<file path="src/pkg/ccs_pkg.sv">
// Constants, types and helpers shared by the CPU clock select and low power block
// How it works
// RULE1: Stop entry forces sub drive strength high
// RULE2: No stop entry while NMI input low
// RULE3: Three-level select chain, divided main path
// RULE4: Wait gates peripherals, sub-derived clock keeps running
// RULE5: Software keeps CPU clock under 10 MHz
// RULE6: Software starts sub oscillator in given order
// RULE7: Software sets low drive when sub used
// RULE8: Software selects main clock before stop
// RULE9: Software waits for sub settle after stop
// RULE10: Software clears wait state when changing divider
// RULE11: No main stop under external clock
// RULE12: Dummy interrupt before stopping clocks again
// RULE13: Queued instructions run before recovery interrupt
// RULE14: Software puts four no-ops after wait
// RULE15: Above 24 MHz use PLL multiplication
// RULE16: No peripheral stop wait in low-speed
// RULE17: Reset held until main oscillator settles
// RULE18: Switch only to an already stable clock
package ccs_pkg;

    // ********************************************************
    // Timing
    // ********************************************************
    localparam int CLK_HZ = 100_000_000;
    localparam int QUEUE_DEPTH = 4;
    localparam logic [2:0] QUEUE_LAST = 3'(QUEUE_DEPTH - 1);
    localparam logic [5:0] SUB_DERIVED_PERIPH_CLOCK_RATIO = 6'h20;

    // ********************************************************
    // Register map (byte addresses)
    // ********************************************************
    localparam logic [7:0] ADR_MODE_A = 8'h00;
    localparam logic [7:0] ADR_MODE_B = 8'h04;
    localparam logic [7:0] ADR_MODE_C = 8'h08;
    localparam logic [7:0] ADR_PLL_CTRL = 8'h0c;
    localparam logic [7:0] ADR_MAIN_DIV = 8'h10;
    localparam logic [7:0] ADR_PROC_MODE_B = 8'h14;
    localparam logic [7:0] ADR_POWER_CTRL = 8'h18;

    // ********************************************************
    // Field positions and reset values
    // ********************************************************
    localparam int BIT_PERIPH_STOP = 2;
    localparam int BIT_DRIVE_HIGH = 3;
    localparam int BIT_SUB_ENABLE = 4;
    localparam int BIT_MAIN_STOP = 5;
    localparam int BIT_FINAL_SEL = 7;
    localparam int BIT_ALL_STOP = 0;
    localparam int BIT_FIRST_SEL = 7;
    localparam int BIT_MIDDLE_SEL = 1;
    localparam int BIT_PLL_ON = 7;
    localparam int BIT_WAIT_STATE = 2;
    localparam int BIT_WAIT_CMD = 0;
    localparam int BIT_ST_WAIT = 0;
    localparam int BIT_ST_STOP = 1;
    localparam int BIT_ST_NMI = 2;
    localparam int BIT_ST_DRAIN = 3;
    localparam int DIV_W = 5;
    localparam logic [4:0] MCD_RESET = 5'h08;
    localparam logic DRIVE_RESET = 1'b1;

    typedef enum logic [1:0] {
        MODE_RUN = 2'b00,
        MODE_WAIT = 2'b01,
        MODE_STOP = 2'b10,
        MODE_DRAIN = 2'b11
    } ccs_mode_type;

    // One level of the select chain
    function automatic logic ccs_pick(input logic sel, input logic when0, input logic when1);
        return sel ? when1 : when0;
    endfunction

endpackage

</file>
<file path="src/pkg/ccs_tick_if.sv">
// Tick divider carrier: incoming ticks, ratio and divided ticks
interface ccs_tick_if;
    logic tick_in;
    logic [5:0] ratio;
    logic tick_out;

    modport div (input tick_in, input ratio, output tick_out);
    modport user (output tick_in, output ratio, input tick_out);
endinterface

</file>
<file path="src/design/ccs_tick_div.sv">
// Programmable tick divider: one output pulse per ratio input ticks
module ccs_tick_div
    import ccs_pkg::*;
(
    // Clock and reset
    input wire logic clk,
    input wire logic reset,
    // Ticks
    ccs_tick_if.div t
);

    logic [5:0] cnt_r;
    logic out_r;
    logic last;

    // Ratio 0 and 1 both pass every tick
    assign last = (t.ratio <= 6'h01) || (cnt_r >= t.ratio - 6'h01);
    assign t.tick_out = out_r;

    always_ff @(posedge clk or posedge reset)
    begin
        if (reset)
        begin
            cnt_r <= 6'h00;
            out_r <= 1'b0;
        end
        else
        begin
            out_r <= t.tick_in && last;
            if (t.tick_in)
                cnt_r <= last ? 6'h00 : cnt_r + 6'h01;
        end
    end

endmodule // ccs_tick_div

</file>
<file path="src/design/ccs_resume_seq.sv">
// Counts the queued instructions out after stop wake-up
module ccs_resume_seq
    import ccs_pkg::*;
(
    // Clock and reset
    input wire logic clk,
    input wire logic reset,
    // Control
    input wire logic start,
    input wire logic cpu_tick,
    output logic busy,
    output logic done
);

    logic [2:0] cnt_r;
    logic busy_r;
    logic done_r;

    assign busy = busy_r;
    assign done = done_r;

    // One CPU tick per queued instruction before the recovery routine may start
    always_ff @(posedge clk or posedge reset)
    begin
        if (reset)
        begin
            cnt_r <= 3'h0;
            busy_r <= 1'b0;
            done_r <= 1'b0;
        end
        else
        begin
            done_r <= 1'b0;
            if (start)
            begin
                cnt_r <= 3'h0;
                busy_r <= 1'b1;
            end
            else if (busy_r && cpu_tick)
            begin
                cnt_r <= cnt_r + 3'h1;
                if (cnt_r == QUEUE_LAST)
                begin
                    busy_r <= 1'b0;
                    done_r <= 1'b1;
                end
            end
        end
    end

endmodule // ccs_resume_seq

</file>
<file path="src/design/ccs_clock_ctrl.sv">
// CPU clock select chain, wait and stop control with a Wishbone register file
//
// Added by the designer: the address map and the Wishbone slave port.
module ccs_clock_ctrl
    import ccs_pkg::*;
(
    // Clock and reset
    input wire logic clk,
    input wire logic reset,
    // Wishbone slave
    input wire logic wb_cyc_i,
    input wire logic wb_stb_i,
    input wire logic wb_we_i,
    input wire logic [7:0] wb_adr_i,
    input wire logic [3:0] wb_sel_i,
    input wire logic [31:0] wb_dat_i,
    output logic [31:0] wb_dat_o,
    output logic wb_ack_o,
    // Oscillator ticks
    input wire logic main_osc_tick,
    input wire logic sub_osc_tick,
    input wire logic pll_tick,
    input wire logic aux_osc_tick,
    // Wake sources
    input wire logic nmi_n,
    input wire logic wake_irq,
    // Clock enables to core and peripherals
    output logic cpu_clk_en,
    output logic periph_clk_en,
    output logic sub_derived_periph_clock,
    // Oscillator controls
    output logic main_osc_run,
    output logic sub_osc_run,
    output logic sub_osc_drive_high,
    output logic pll_on,
    // Core status
    output logic wait_state_select,
    output logic cpu_halted,
    output logic recovery_req
);

    // ********************************************************
    // Registers
    // ********************************************************
    ccs_mode_type mode_r;
    logic periph_stop_in_wait_r;
    logic drive_r;
    logic sub_osc_enable_r;
    logic main_clock_stop_r;
    logic final_clock_select_r;
    logic all_clocks_stop_r;
    logic first_clock_select_r;
    logic middle_clock_select_r;
    logic pll_on_r;
    logic [DIV_W-1:0] main_clock_divider_r;
    logic wait_state_r;
    logic ack_r;
    logic [31:0] dat_r;
    logic cpu_en_r;
    logic periph_en_r;
    logic sub_derived_periph_clock_r;
    logic main_run_r;
    logic sub_run_r;
    logic halted_r;
    logic recovery_r;

    logic wr;
    logic wr_b0;
    logic stop_accept;
    logic wait_accept;
    logic main_g;
    logic sub_g;
    logic pll_g;
    logic first_out;
    logic middle_out;
    logic final_out;
    logic drain_busy;
    logic drain_done;
    logic [31:0] rd_nxt;

    ccs_tick_if mcd_t ();
    ccs_tick_if fc_t ();

    // ********************************************************
    // Bus decode
    // ********************************************************
    // Registers change at the edge that raises ack, one cycle after the request
    assign wr = wb_cyc_i && wb_stb_i && wb_we_i && !ack_r;
    assign wr_b0 = wr && wb_sel_i[0];
    // A refused stop request leaves the stop bit at zero
    assign stop_accept = wr_b0 && (wb_adr_i == ADR_MODE_B) && wb_dat_i[BIT_ALL_STOP] && nmi_n
        && (mode_r == MODE_RUN); // RULE2
    assign wait_accept = wr_b0 && (wb_adr_i == ADR_POWER_CTRL) && wb_dat_i[BIT_WAIT_CMD]
        && (mode_r == MODE_RUN);

    always_ff @(posedge clk or posedge reset)
    begin
        if (reset)
            ack_r <= 1'b0;
        else
            ack_r <= wb_cyc_i && wb_stb_i && !ack_r;
    end

    always_comb
    begin
        rd_nxt = 32'h0000_0000;
        unique case (wb_adr_i)
            ADR_MODE_A:
            begin
                rd_nxt[BIT_PERIPH_STOP] = periph_stop_in_wait_r;
                rd_nxt[BIT_DRIVE_HIGH] = drive_r;
                rd_nxt[BIT_SUB_ENABLE] = sub_osc_enable_r;
                rd_nxt[BIT_MAIN_STOP] = main_clock_stop_r;
                rd_nxt[BIT_FINAL_SEL] = final_clock_select_r;
            end
            ADR_MODE_B:
            begin
                rd_nxt[BIT_ALL_STOP] = all_clocks_stop_r;
                rd_nxt[BIT_FIRST_SEL] = first_clock_select_r;
            end
            ADR_MODE_C: rd_nxt[BIT_MIDDLE_SEL] = middle_clock_select_r;
            ADR_PLL_CTRL: rd_nxt[BIT_PLL_ON] = pll_on_r;
            ADR_MAIN_DIV: rd_nxt[DIV_W-1:0] = main_clock_divider_r;
            ADR_PROC_MODE_B: rd_nxt[BIT_WAIT_STATE] = wait_state_r;
            ADR_POWER_CTRL:
            begin
                rd_nxt[BIT_ST_WAIT] = (mode_r == MODE_WAIT);
                rd_nxt[BIT_ST_STOP] = (mode_r == MODE_STOP);
                rd_nxt[BIT_ST_NMI] = nmi_n;
                rd_nxt[BIT_ST_DRAIN] = drain_busy;
            end
            default: rd_nxt = 32'h0000_0000;
        endcase
    end

    always_ff @(posedge clk or posedge reset)
    begin
        if (reset)
            dat_r <= 32'h0000_0000;
        else if (wb_cyc_i && wb_stb_i && !ack_r && !wb_we_i)
            dat_r <= rd_nxt;
    end

    // ********************************************************
    // Software control bits
    // ********************************************************
    always_ff @(posedge clk or posedge reset)
    begin
        if (reset)
        begin
            periph_stop_in_wait_r <= 1'b0;
            sub_osc_enable_r <= 1'b0;
            main_clock_stop_r <= 1'b0;
            final_clock_select_r <= 1'b0;
            first_clock_select_r <= 1'b0;
            middle_clock_select_r <= 1'b0;
            pll_on_r <= 1'b0;
            main_clock_divider_r <= MCD_RESET;
            wait_state_r <= 1'b0;
        end
        else if (wr_b0)
        begin
            unique case (wb_adr_i)
                ADR_MODE_A:
                begin
                    periph_stop_in_wait_r <= wb_dat_i[BIT_PERIPH_STOP];
                    sub_osc_enable_r <= wb_dat_i[BIT_SUB_ENABLE];
                    main_clock_stop_r <= wb_dat_i[BIT_MAIN_STOP];
                    final_clock_select_r <= wb_dat_i[BIT_FINAL_SEL];
                end
                ADR_MODE_B: first_clock_select_r <= wb_dat_i[BIT_FIRST_SEL];
                ADR_MODE_C: middle_clock_select_r <= wb_dat_i[BIT_MIDDLE_SEL];
                ADR_PLL_CTRL: pll_on_r <= wb_dat_i[BIT_PLL_ON];
                ADR_MAIN_DIV: main_clock_divider_r <= wb_dat_i[DIV_W-1:0];
                ADR_PROC_MODE_B: wait_state_r <= wb_dat_i[BIT_WAIT_STATE];
                default: ;
            endcase
        end
    end

    // Hardware forcing beats the software write in the stop-entry cycle
    always_ff @(posedge clk or posedge reset)
    begin
        if (reset)
            drive_r <= DRIVE_RESET;
        else if (stop_accept)
            drive_r <= 1'b1; // RULE1
        else if (wr_b0 && (wb_adr_i == ADR_MODE_A))
            drive_r <= wb_dat_i[BIT_DRIVE_HIGH];
    end

    always_ff @(posedge clk or posedge reset)
    begin
        if (reset)
            all_clocks_stop_r <= 1'b0;
        else if (stop_accept)
            all_clocks_stop_r <= 1'b1; // RULE2
        else if (mode_r != MODE_STOP)
            all_clocks_stop_r <= 1'b0;
    end

    // ********************************************************
    // Power mode
    // ********************************************************
    always_ff @(posedge clk or posedge reset)
    begin
        if (reset)
            mode_r <= MODE_RUN;
        else
        begin
            unique case (mode_r)
                MODE_RUN:
                    if (stop_accept)
                        mode_r <= MODE_STOP;
                    else if (wait_accept)
                        mode_r <= MODE_WAIT;
                MODE_WAIT:
                    if (wake_irq || !nmi_n)
                        mode_r <= MODE_RUN;
                MODE_STOP:
                    if (!nmi_n)
                        mode_r <= MODE_DRAIN;
                MODE_DRAIN:
                    if (drain_done)
                        mode_r <= MODE_RUN; // RULE13
            endcase
        end
    end

    ccs_resume_seq u_resume (
        .clk(clk),
        .reset(reset),
        .start((mode_r == MODE_STOP) && !nmi_n),
        .cpu_tick(cpu_en_r),
        .busy(drain_busy),
        .done(drain_done)
    );

    // ********************************************************
    // Select chain
    // ********************************************************
    assign main_g = main_osc_tick && main_run_r;
    assign sub_g = sub_osc_tick && sub_run_r;
    assign pll_g = pll_tick && pll_on_r;
    assign first_out = ccs_pick(first_clock_select_r, main_g, pll_g); // RULE3
    assign middle_out = ccs_pick(middle_clock_select_r, first_out, aux_osc_tick); // RULE3
    assign mcd_t.tick_in = middle_out;
    assign mcd_t.ratio = {1'b0, main_clock_divider_r};
    // Divided path is one cycle behind the sub path; both are plain enables
    assign final_out = ccs_pick(final_clock_select_r, mcd_t.tick_out, sub_g); // RULE3
    assign fc_t.tick_in = sub_g;
    assign fc_t.ratio = SUB_DERIVED_PERIPH_CLOCK_RATIO;

    ccs_tick_div u_mcd (
        .clk(clk),
        .reset(reset),
        .t(mcd_t)
    );

    ccs_tick_div u_sub_derived_periph_clock (
        .clk(clk),
        .reset(reset),
        .t(fc_t)
    );

    always_ff @(posedge clk or posedge reset)
    begin
        if (reset)
        begin
            cpu_en_r <= 1'b0;
            periph_en_r <= 1'b0;
            sub_derived_periph_clock_r <= 1'b0;
        end
        else
        begin
            cpu_en_r <= final_out && ((mode_r == MODE_RUN) || (mode_r == MODE_DRAIN));
            periph_en_r <= final_out && (mode_r != MODE_STOP)
                && !((mode_r == MODE_WAIT) && periph_stop_in_wait_r); // RULE4
            sub_derived_periph_clock_r <= fc_t.tick_out && (mode_r != MODE_STOP); // RULE4
        end
    end

    // ********************************************************
    // Oscillator and core status
    // ********************************************************
    always_ff @(posedge clk or posedge reset)
    begin
        if (reset)
        begin
            main_run_r <= 1'b1;
            sub_run_r <= 1'b0;
            halted_r <= 1'b0;
            recovery_r <= 1'b0;
        end
        else
        begin
            main_run_r <= !main_clock_stop_r && (mode_r != MODE_STOP) && !stop_accept;
            sub_run_r <= sub_osc_enable_r && (mode_r != MODE_STOP) && !stop_accept;
            halted_r <= (mode_r == MODE_WAIT) || (mode_r == MODE_STOP);
            recovery_r <= drain_done; // RULE13
        end
    end

    assign wb_ack_o = ack_r;
    assign wb_dat_o = dat_r;
    assign cpu_clk_en = cpu_en_r;
    assign periph_clk_en = periph_en_r;
    assign sub_derived_periph_clock = sub_derived_periph_clock_r;
    assign main_osc_run = main_run_r;
    assign sub_osc_run = sub_run_r;
    assign sub_osc_drive_high = drive_r;
    assign pll_on = pll_on_r;
    assign wait_state_select = wait_state_r;
    assign cpu_halted = halted_r;
    assign recovery_req = recovery_r;
endmodule // ccs_clock_ctrl

</file>
<file path="config.mk">
export PLATFORM = sky130hd
export DESIGN_NAME = ccs_clock_ctrl
export DESIGN_NICKNAME = d
export VERILOG_FILES = /design/src/pkg/ccs_pkg.sv /design/src/pkg/ccs_tick_if.sv /design/src/design/ccs_tick_div.sv /design/src/design/ccs_resume_seq.sv /design/src/design/ccs_clock_ctrl.sv
export SDC_FILE = /design/constraint.sdc
export NUM_CORES = 1
export LEC_CHECK = 0
export BUFFER_PORTS_ARGS = -buffer_cell sky130_fd_sc_hd__buf_2
export CAP_MARGIN = 20
export CORE_ASPECT_RATIO = 1.2
export CORE_MARGIN = 3
export CORE_UTILIZATION = 55
export DETAILED_ROUTE_END_ITERATION = 10
export GPL_ROUTABILITY_DRIVEN = 1
export HOLD_SLACK_MARGIN = 0.15
export PLACE_DENSITY = 0.95
export SLEW_MARGIN = 5
export SYNTH_ARGS = -nofsm -noshare
export SYNTH_HDL_FRONTEND = slang
export SYNTH_SLANG_ARGS = --single-unit
</file>
<file path="constraint.sdc">
create_clock -name clk -period 3.8 [get_ports clk]
set_input_delay 0.19 -clock clk [delete_from_list [all_inputs] [get_ports clk]]
set_output_delay 0.19 -clock clk [all_outputs]
set_load 0.03 [all_outputs]
</file>
==> results.txt, run 1 <==
Synth async-reset ratio -> 100%
CP Class -> reg -> reg
First-pass GRT wire length -> 10400 um
Die Span Y -> 87.0 um
Post-route clock period utilization -> 67.3%
Grt met3 use -> 5.20%
Hold crit path type -> in -> reg
Slew margin rel. -> 46.8%
Io pins -> 98
GRT Total Usage -> 21.0%
Top cell type's share of synthesized area -> 40.0%
Clock Skew -> 0.00862 ns
Clock Latency Late Sink -> 0.31 ns
# diodes -> 0
Nets@finish -> 417
Final ANT Viol Nets -> 0
Largest cells by area after synthesis -> dfrtp_1 (40%), ha_1 (7.5%), mux2_2 (6.4%)
Mapped Avg Cell Area -> 10.3 sq um
Total Neg Setup Slack -> 0 ns
CTS Buf Count -> 5
Final setup violating endpoints -> 0
DRC viols -> 0
Area after DPL -> 3170 sq um
Area Overhead vs Synth -> 11.1%
WP data required -> 4.00 ns
Clk sink count -> 51
Drt pass-1 iters -> 4
Port Buffer Count -> 44
H-tree depth -> 2
Final hold slack -> 0.159 ns
Die ar. -> 6390 sq um
Cells after Synth -> 292
Hold Violations, Final -> 0
GR Overflow Total -> 0
Max Cap Violations -> 0
Top FF cell, synth -> dfrtp_1
RSZ-0062 raised after global routing -> false
Initial antenna violation count -> 0
Post-synth EDFFs -> 0
Gpl congestion -> 0.857
Die Wd -> 73.5 um
Critical path launch point type -> flip-flop
Clock slew at reported path FFs -> 0.09 ns
GR peak layer -> met2
Met2 usage -> 34.8%
Buffer depth of the longest clock path -> 2
Post-CTS setup buffer count -> 0
Data arrival, critical path -> 2.76 ns
Seq cells post-synth -> 51
Register area share after synthesis -> 42.6%
Post-layout util -> 65.3%
Final min period -> 2.56 ns
Fraction of layout instances using a drive strength above 1 -> 24.3%
Post-CTS sizing -> 0
Largest net degree at the start of global routing -> 52
Leading area contributor after synthesis -> dfrtp_1
Via count -> 2351
Row cnt -> 28
Kind of end point of the critical path -> flip-flop
Pwr dens -> 379 nW/um^2
Final wirelength -> 6290 um
Met1 usage -> 25.6%
Max-slew violations -> 0
Least-Margin Pin Slew -> 0.787 ns
Static leakage -> 1.67 nW
Clock root buffer -> clkbuf_8
Maximum VDD drop -> 0.235 mV
Number of global-route vias before repair -> 2217
Starting Density -> 58.7%
Core Footprint -> 5110 sq um
FMAX -> 0.391 GHz
Synth warn -> 0
Avg WL per Cell -> 15.5 um
Post-synthesis cell type count -> 56
CTS tree -> built
Detailed placement HPWL -> 4640 um
Final instance area -> 3340 sq um
Outcome -> completed
Via/cell ratio -> 5.80
Syn Std Cell Area -> 3000 sq um
Critical Path Fanout Max -> 6
Iteration-0 DRC Markers -> 226
==> metal layers <==
layer	share of wire, %	up-vias
li1	-	1112
met1	41	1134
met2	50	89
met3	6.9	16
met4	2.7	0
met5	0	-
==> Yosys cell counts (4+ instances only) <==
| library cell | instances |
|---|---|
| dfrtp_1 | 48 |
| buf_4 | 25 |
| nor2_1 | 24 |
| nand2_1 | 23 |
| ha_1 | 18 |
| mux2_2 | 17 |
| o21ai_0 | 16 |
| inv_1 | 12 |
| a21oi_1 | 10 |
| nand3_1 | 9 |
| nor2b_1 | 8 |
| nor3_1 | 6 |
| a211oi_1 | 5 |
| mux2i_1 | 5 |
| nand4_1 | 5 |
| a221o_1 | 4 |
| nor3b_1 | 4 |
==> repair_timing <==
action                                  CTS  global route
endpoints found under the setup margin    0             0
hold buffers                              5             1
endpoints found under the hold margin     8            48
==> flip-flops by register name, summed over array words and instances, names as in the netlist, 2 cells and up <==
name	count
u_sub_derived_periph_clock.cnt_r	6
main_clock_divider_r	5
u_resume.cnt_r	3
wb_dat_o	7
mode_r	2
u_mcd.cnt_r	6
==> metrics by stage <==
| step | std cells | power [mW] | setup WS [ns] |
|---|---|---|---|
| 3_5_place_dp | 390 | 0.958 | 1.28 |
| 4_1_cts | 403 | 1.27 | 1.26 |
| 5_1_grt | 405 | 1.33 | 1.02 |
| 2_1_floorplan | 316 | 0.895 | 1.58 |
| 6_report | 405 | 1.26 | 1.24 |
| 3_3_place_gp | 390 | 0.944 | 1.32 |
==> final cells by class <==
| type | count | area, sq um |
|---|---|---|
| Fill cell | 392 | 1780 |
| Tap cell | 60 | 75.1 |
| Inverter | 12 | 45.0 |
| Multi-Input combinational cell | 223 | 1550 |
| Clock buffer | 6 | 72.6 |
| Timing Repair Buffer | 51 | 300 |
| Sequential cell | 51 | 1280 |
| Clock inverter | 2 | 12.5 |
==> power by group <==
group / leakage [nW] / total [mW] / internal [mW] / switching [mW]
logic: 0.952 / 0.329 / 0.126 / 0.203
clock network: 0.0412 / 0.310 / 0.129 / 0.181
registers: 0.676 / 0.625 / 0.591 / 0.0338
==> cells by family after synthesis <==
group | count (synthesis) | synth area share [%]
other | 1 | 0.125
and+or+nand+nor | 98 | 17.8
muxes | 23 | 8.54
adders and majority gates | 18 | 7.50
DFF | 51 | 42.6
AOI/OAI and AO/OA | 55 | 13.6
xor gates and xnor gates | 4 | 1.17
buffers and inverters | 42 | 8.70
==> critical path, stage by stage, from the launching register on <==
cell	delay, ns
dfrtp_1	0.46
inv_1	0.10
ha_1	0.25
xnor2_1	0.14
ha_1	0.30
nand2_1	0.05
o21ai_0	0.52
a211oi_2	0.24
a311o_1	0.39
==> worst paths after layout <==
check,startpoint,to,slack [ns],cells after the start
max,main_clock_divider_r[0],u_mcd.cnt_r[2],1.24,8
min,wb_dat_i[2],wait_state_select,0.16,2
max reg2reg,main_clock_divider_r[0],u_mcd.cnt_r[2],1.24,8
min reg2reg,u_resume.done,recovery_req,0.40,0
max in group asynchronous,reset,sub_osc_drive_high,2.95,4
min in group asynchronous,reset,cpu_clk_en,0.32,3
==> placed cells by master (no fill, tap or decap), types with 2 or more instances in the layout <==
| cell type | count |
|---|---|
| a22oi_1 | 2 |
| ha_1 | 18 |
| mux2_2 | 17 |
| mux2i_1 | 5 |
| and4b_1 | 2 |
| a211oi_1 | 5 |
| dfstp_2 | 3 |
| nand2_1 | 23 |
| or3_1 | 3 |
| buf_2 | 44 |
| xnor2_1 | 2 |
| inv_1 | 11 |
| dfrtp_1 | 48 |
| nor2b_1 | 8 |
| a221o_1 | 4 |
| o21ai_0 | 16 |
| nand3_1 | 9 |
| nor3b_1 | 4 |
| xor2_1 | 2 |
| clkbuf_8 | 5 |
| a31oi_1 | 2 |
| and3_1 | 2 |
| a22o_1 | 2 |
| a21oi_1 | 10 |
| nor2_1 | 24 |
| a32oi_1 | 2 |
| conb_1 | 25 |
| dlygate4sd3_1 | 6 |
| nor3_1 | 6 |
| nand4_1 | 5 |
Power figures use the tool's default switching activity.
==> run 2, diff against run 1 <==
--- a/config.mk
+++ b/config.mk
@@ -9,11 +9,11 @@
 export CAP_MARGIN = 20
 export CORE_ASPECT_RATIO = 1.2
 export CORE_MARGIN = 3
-export CORE_UTILIZATION = 55
+export CORE_UTILIZATION = 51
 export DETAILED_ROUTE_END_ITERATION = 10
 export GPL_ROUTABILITY_DRIVEN = 1
 export HOLD_SLACK_MARGIN = 0.15
-export PLACE_DENSITY = 0.95
+export PLACE_DENSITY = 0.9
 export SLEW_MARGIN = 5
 export SYNTH_ARGS = -nofsm -noshare
 export SYNTH_HDL_FRONTEND = slang
==> constraint.sdc (replaced) <==
create_clock -name clk -period 2.5 [get_ports clk]
set_input_delay 0.125 -clock clk [delete_from_list [all_inputs] [get_ports clk]]
set_output_delay 0.125 -clock clk [all_outputs]
set_load 0.03 [all_outputs]
==> run 2 against run 1 <==
Compared with the run above: final cell count grew 5.9%; register-to-register slack lost 1.1 ns; die area increased by 7.2%; maximum frequency rose by 6.8%; sequential power rose by 52%; sequential share of layout area is 1.2 points lower; power rose by 61%; largest cell class unchanged; largest power group unchanged.
==> results.txt, run 2 (same netlist as run 1, synthesis figures left out) <==
Outcome -> completed
CTS Buf Count -> 5
Static leakage -> 1.70 nW
Final min period -> 2.39 ns
DRC viols -> 0
Die Wd -> 76.1 um
Clock Latency Late Sink -> 0.31 ns
# diodes -> 0
H-tree depth -> 2
Largest net degree at the start of global routing -> 52
Share of total power in the clock network -> 28.6%
DP Cell Count -> 410
Fill count -> 461
Final setup violating endpoints -> 0
RSZ-0062 raised after global routing -> true
Clk sink count -> 51
Max-slew violations -> 0
Hold Violations, Final -> 0
Data arrival, critical path -> 2.59 ns
Die Span Y -> 90.1 um
CP Class -> reg -> reg
Power, Total -> 2.04 mW
Post-layout util -> 60.9%
Slew margin rel. -> 55.2%
Clock Skew -> 0.00764 ns
Fraction of layout instances using a drive strength above 1 -> 25.5%
First-pass GRT wire length -> 10600 um
Detailed placement HPWL -> 4650 um
Cell internal pwr -> 1.39 mW
Final wirelength -> 6290 um
Nets@finish -> 421
Post-route clock period utilization -> 95.8%
FMAX -> 0.418 GHz
Io pins -> 98
Seq pwr share -> 46.6%
Initial antenna violation count -> 0
Hold crit path type -> in -> reg
Max Cap Violations -> 0
Net Sw Power -> 645 uW
Area of the multi-input gates -> 1570 sq um
Kind of end point of the critical path -> flip-flop
Number of global-route vias before repair -> 2311
Critical path launch point type -> flip-flop
Gpl congestion -> 0.925
Commonest non-fill, non-tap cell in the layout -> dfrtp_1
Post-CTS setup buffer count -> 0
Final instance area -> 3450 sq um
Buffer depth of the longest clock path -> 2
WP data required -> 2.70 ns
Iteration-0 DRC Markers -> 83
Via count -> 2367
Final ANT Viol Nets -> 0
GR Overflow Total -> 0
Starting Density -> 53.0%
Critical Path Fanout Max -> 6
Maximum VDD drop -> 0.282 mV
Avg WL per Cell -> 14.7 um
Area Overhead vs Synth -> 15.0%
Area after DPL -> 3200 sq um
Comb power frac -> 24.8%
Largest register FFs -> 7
GRT Total Usage -> 18.9%
Clock slew at reported path FFs -> 0.09 ns
Total Neg Setup Slack -> 0 ns
Port Buffer Count -> 44
Most frequent cells in the layout -> dfrtp_1 (47), buf_2 (44), conb_1 (25)
Pwr dens -> 590 nW/um^2
CTS tree -> built
Least-Margin Pin Slew -> 0.663 ns
Sw Share -> 31.6%
Via/cell ratio -> 5.52
Die ar. -> 6850 sq um
Core Footprint -> 5670 sq um
Clock root buffer -> clkbuf_8
Drt pass-1 iters -> 4
Fin cells -> 429
Row cnt -> 30
Storage element area -> 1280 sq um
-- run 2: cell count changes in the layout (fill, tap and decap cells not counted), sizes merged --
cell         delta
bufinv          +1
clkbuf          -1
clkinv          +1
clkinvlp        -1
dlygate4sd3     +4
-- run 2: final cells by class --
| type | instances | share of cell area [%] |
|---|---|---|
| multi-input cells | 223 | 45.6 |
| flip-flops and latches | 51 | 37.1 |
| repair buffers | 55 | 9.86 |
| well taps | 80 | 2.90 |
| clock buffers | 5 | 1.99 |
| inverters | 12 | 1.30 |
| clock inverters | 3 | 1.27 |
-- run 2: final timing paths --
kind | startpoint | end | slack [ns] | depth (start not counted)
min in group asynchronous | reset | mode_r[0] | 0.29 | 3
worst min register to register | u_resume.done | recovery_req | 0.41 | 0
max in group asynchronous | reset | main_osc_run | 1.67 | 4
worst max-delay path | main_clock_divider_r[2] | u_mcd.cnt_r[2] | 0.11 | 6
worst max register to register | main_clock_divider_r[2] | u_mcd.cnt_r[2] | 0.11 | 6
worst min-delay path | nmi_n | u_resume.cnt_r[2] | 0.20 | 3
-- run 2: stage by stage --
step	hold WS, ns	setup WS [ns]
floorplan	0.261	0.277
global placement	0.364	0.0713
detailed placement	0.367	-0.0229
CTS	0.205	0.0616
global route	0.229	-0.00249
finish	0.199	0.105
-- run 2: repair_timing --
item,CTS,global route
setup endpoints to repair,1,5
hold endpoints to repair,67,0
resized for setup,1,6
cloned,0,0
pin swaps,0,2
hold buffers,10,0
-- run 2: power groups by stage --
stage / Clock (mW) / Sequential, mW / Combinational [mW]
floorplan: 0 / 1.02 / 0.345
global placement: 0 / 0.962 / 0.472
detailed placement: 0 / 0.967 / 0.489
CTS: 0.591 / 0.951 / 0.504
global route: 0.621 / 0.960 / 0.554
finish: 0.583 / 0.950 / 0.506
-- run 2: worst max-delay path: stages, from the launching register on --
cell and delay (ns):
dfrtp_2 0.46, or3_1 0.39, or3_1 0.33, ha_1 0.32
o211a_1 0.29, a211oi_4 0.12, a311o_1 0.36
-- run 2: routing by layer --
| layer | track usage, % | vias up | share of wire (%) |
|---|---|---|---|
| met5 | 0 | - | 0 |
| met4 | 7.55 | 0 | 2.1 |
| met3 | 4.71 | 13 | 7.1 |
| met2 | 34.1 | 97 | 52 |
| met1 | 21.2 | 1139 | 39 |
| li1 | - | 1118 | - |
==> run 3, diff against run 2 <==
--- a/config.mk
+++ b/config.mk
@@ -9,11 +9,11 @@
 export CAP_MARGIN = 20
 export CORE_ASPECT_RATIO = 1.2
 export CORE_MARGIN = 3
-export CORE_UTILIZATION = 51
+export CORE_UTILIZATION = 46
 export DETAILED_ROUTE_END_ITERATION = 10
 export GPL_ROUTABILITY_DRIVEN = 1
 export HOLD_SLACK_MARGIN = 0.15
-export PLACE_DENSITY = 0.9
+export PLACE_DENSITY = 0.86
 export SLEW_MARGIN = 5
 export SYNTH_ARGS = -nofsm -noshare
 export SYNTH_HDL_FRONTEND = slang
==> constraint.sdc (replaced) <==
create_clock -name clk -period 2 [get_ports clk]
set_input_delay 0.1 -clock clk [delete_from_list [all_inputs] [get_ports clk]]
set_output_delay 0.1 -clock clk [all_outputs]
set_load 0.03 [all_outputs]
==> run 3 against run 2 <==
Compared with the run above: the run now ends with negative setup slack left; final area is 7.7% higher; largest cell class unchanged; setup slack got worse by 0.40 ns; maximum frequency is 4.1% higher; non-clock buffer count grew 23; critical path type unchanged.
==> results.txt, run 3 (same netlist as run 1, synthesis figures left out) <==
Row cnt -> 31
Clock Skew -> 0.00804 ns
Nets@finish -> 444
Die Wd -> 79.8 um
Gpl congestion -> 0.928
Comb power frac -> 25.3%
CTS Buf Count -> 5
Final wirelength -> 7320 um
Hold Path Stages -> 3
Crit path cell chain -> or3_4 -> or3_4 -> ha_4 -> a21oi_4 -> o21ai_4 -> a211oi_4 -> a311o_1
Maximum VDD drop -> 0.386 mV
Via/cell ratio -> 5.50
Worst r2r path cells -> 7
Die ar. -> 7540 sq um
Post-layout util -> 60.3%
Core Footprint -> 6170 sq um
Cell internal pwr -> 1.79 mW
DRC viols -> 0
Starting Density -> 48.7%
Initial antenna violation count -> 0
Grt met3 use -> 3.44%
PnR worst setup slack -> -0.299 ns
Kind of end point of the critical path -> flip-flop
Max-slew violations -> 0
GRT Total Usage -> 19.1%
Largest delay share family, worst path -> compound AO/OA/AOI/OAI gates
WP data required -> 2.25 ns
Clk sink count -> 51
Power, Total -> 2.60 mW
H-tree depth -> 2
Drt pass-1 iters -> 4
Area Overhead vs Synth -> 23.8%
Crit path buf inv count -> 0
Detailed placement HPWL -> 4910 um
Die Span Y -> 94.5 um
Largest register FFs -> 7
Largest net degree at the start of global routing -> 52
Final min period -> 2.30 ns
Max Cap Violations -> 0
Critical Path Fanout Max -> 5
Outcome -> complete, but fails checks
Net Sw Power -> 812 uW
Io pins -> 98
Met1 usage -> 22.8%
# diodes -> 0
Most frequent CP cell -> or3_4
Pwr dens -> 699 nW/um^2
Avg WL per Cell -> 16.1 um
Met2 usage -> 34.7%
Seq pwr share -> 45.7%
GR Overflow Total -> 0
Clock root buffer -> clkbuf_8
CTS tree -> built
Clock slew at reported path FFs -> 0.09 ns
Hold crit path type -> in -> reg
FMAX -> 0.435 GHz
Static leakage -> 1.83 nW
Port Buffer Count -> 44
Final ANT Viol Nets -> 0
CP Class -> reg -> reg
Fraction of layout instances using a drive strength above 1 -> 32.5%
Final setup violating endpoints -> 7
GR peak layer -> met2
Total Neg Setup Slack -> -1.80 ns
First-pass GRT wire length -> 11500 um
Post-Place Worst Slack -> -0.275 ns
RSZ-0062 raised after global routing -> true
Number of global-route vias before repair -> 2462
Slowest cell on crit path -> dfrtp_1
Failing checks -> negative setup slack
Data arrival, critical path -> 2.55 ns
Iteration-0 DRC Markers -> 120
Critical path launch point type -> flip-flop
Post-route clock period utilization -> 115%
Crit path largest cell delay -> 0.40 ns
Share of total power in the clock network -> 29.0%
Via count -> 2496
Commonest non-fill, non-tap cell in the layout -> dfrtp_1
Most frequent cells in the layout -> dfrtp_1 (48), buf_2 (44), conb_1 (25)
WP depth -> 7
Sw Share -> 31.3%
Hold Violations, Final -> 0
Buffer depth of the longest clock path -> 2
Clock Latency Late Sink -> 0.31 ns
run 3: cell count changes in the layout (fill, tap and decap cells not counted), sizes merged:
cell | previous run | this run
buf | 45 | 68
clkbuf | 5 | 6
clkinv | 2 | 1
run 3: worst register-to-register path: stages, from the launching register on:
cell and delay (ns):
dfrtp_1 0.40, or3_4 0.40, or3_4 0.35, ha_4 0.25
a21oi_4 0.15, o21ai_4 0.11, a211oi_4 0.36, a311o_1 0.23
run 3: path summary, 6_finish.rpt:
kind | from | endpoint | slack [ns]
max in group asynchronous | reset | sub_osc_drive_high | 1.35
min | nmi_n | u_resume.cnt_r[0] | 0.18
min reg2reg | u_resume.done | recovery_req | 0.41
max | main_clock_divider_r[4] | u_mcd.cnt_r[2] | -0.30
min in group asynchronous | reset | cpu_clk_en | 0.36
max reg2reg | main_clock_divider_r[4] | u_mcd.cnt_r[2] | -0.30
run 3: metal layers:
metal,up-vias,wire length (um)
met5,-,0
li1,1161,-
met4,0,238
met1,1222,2880
met2,92,3760
met3,21,444
run 3: repair_timing:
item | CTS | global route
setup buffers | 2 | 4
resized for setup | 13 | 7
endpoints found under the hold margin | 70 | 0
cloned | 0 | 0
pin swaps | 7 | 8
setup endpoints to repair | 7 | 7
hold buffers | 10 | 0
run 3: layout make-up:
cell class | instances | area, sq um
Sequential cell | 51 | 1280
Inverter | 12 | 45.0
Clock inverter | 2 | 35.0
Multi-Input combinational cell | 223 | 1650
Fill cell | 506 | 2450
Timing Repair Buffer | 78 | 520
Clock buffer | 6 | 82.6
Tap cell | 82 | 103
run 3: stage by stage:
| step | hold WS [ns] | instances | instance area, sq um |
|---|---|---|---|
| global route | 0.224 | 454 | 3720 |
| global placement | 0.163 | 430 | 3350 |
| CTS | 0.179 | 450 | 3660 |
| floorplan | 0.236 | 316 | 3090 |
| detailed placement | 0.163 | 430 | 3350 |
| finish | 0.175 | 454 | 3720 |
run 3: power by group through the flow:
| stage | logic [mW] | registers, mW | clock network, mW |
|---|---|---|---|
| after global routing | 0.723 | 1.20 | 0.809 |
| after global placement | 0.606 | 1.20 | 0 |
| after detailed placement | 0.632 | 1.21 | 0 |
| after floorplan | 0.431 | 1.27 | 0 |
| final | 0.658 | 1.19 | 0.754 |
| after CTS | 0.655 | 1.19 | 0.760 |
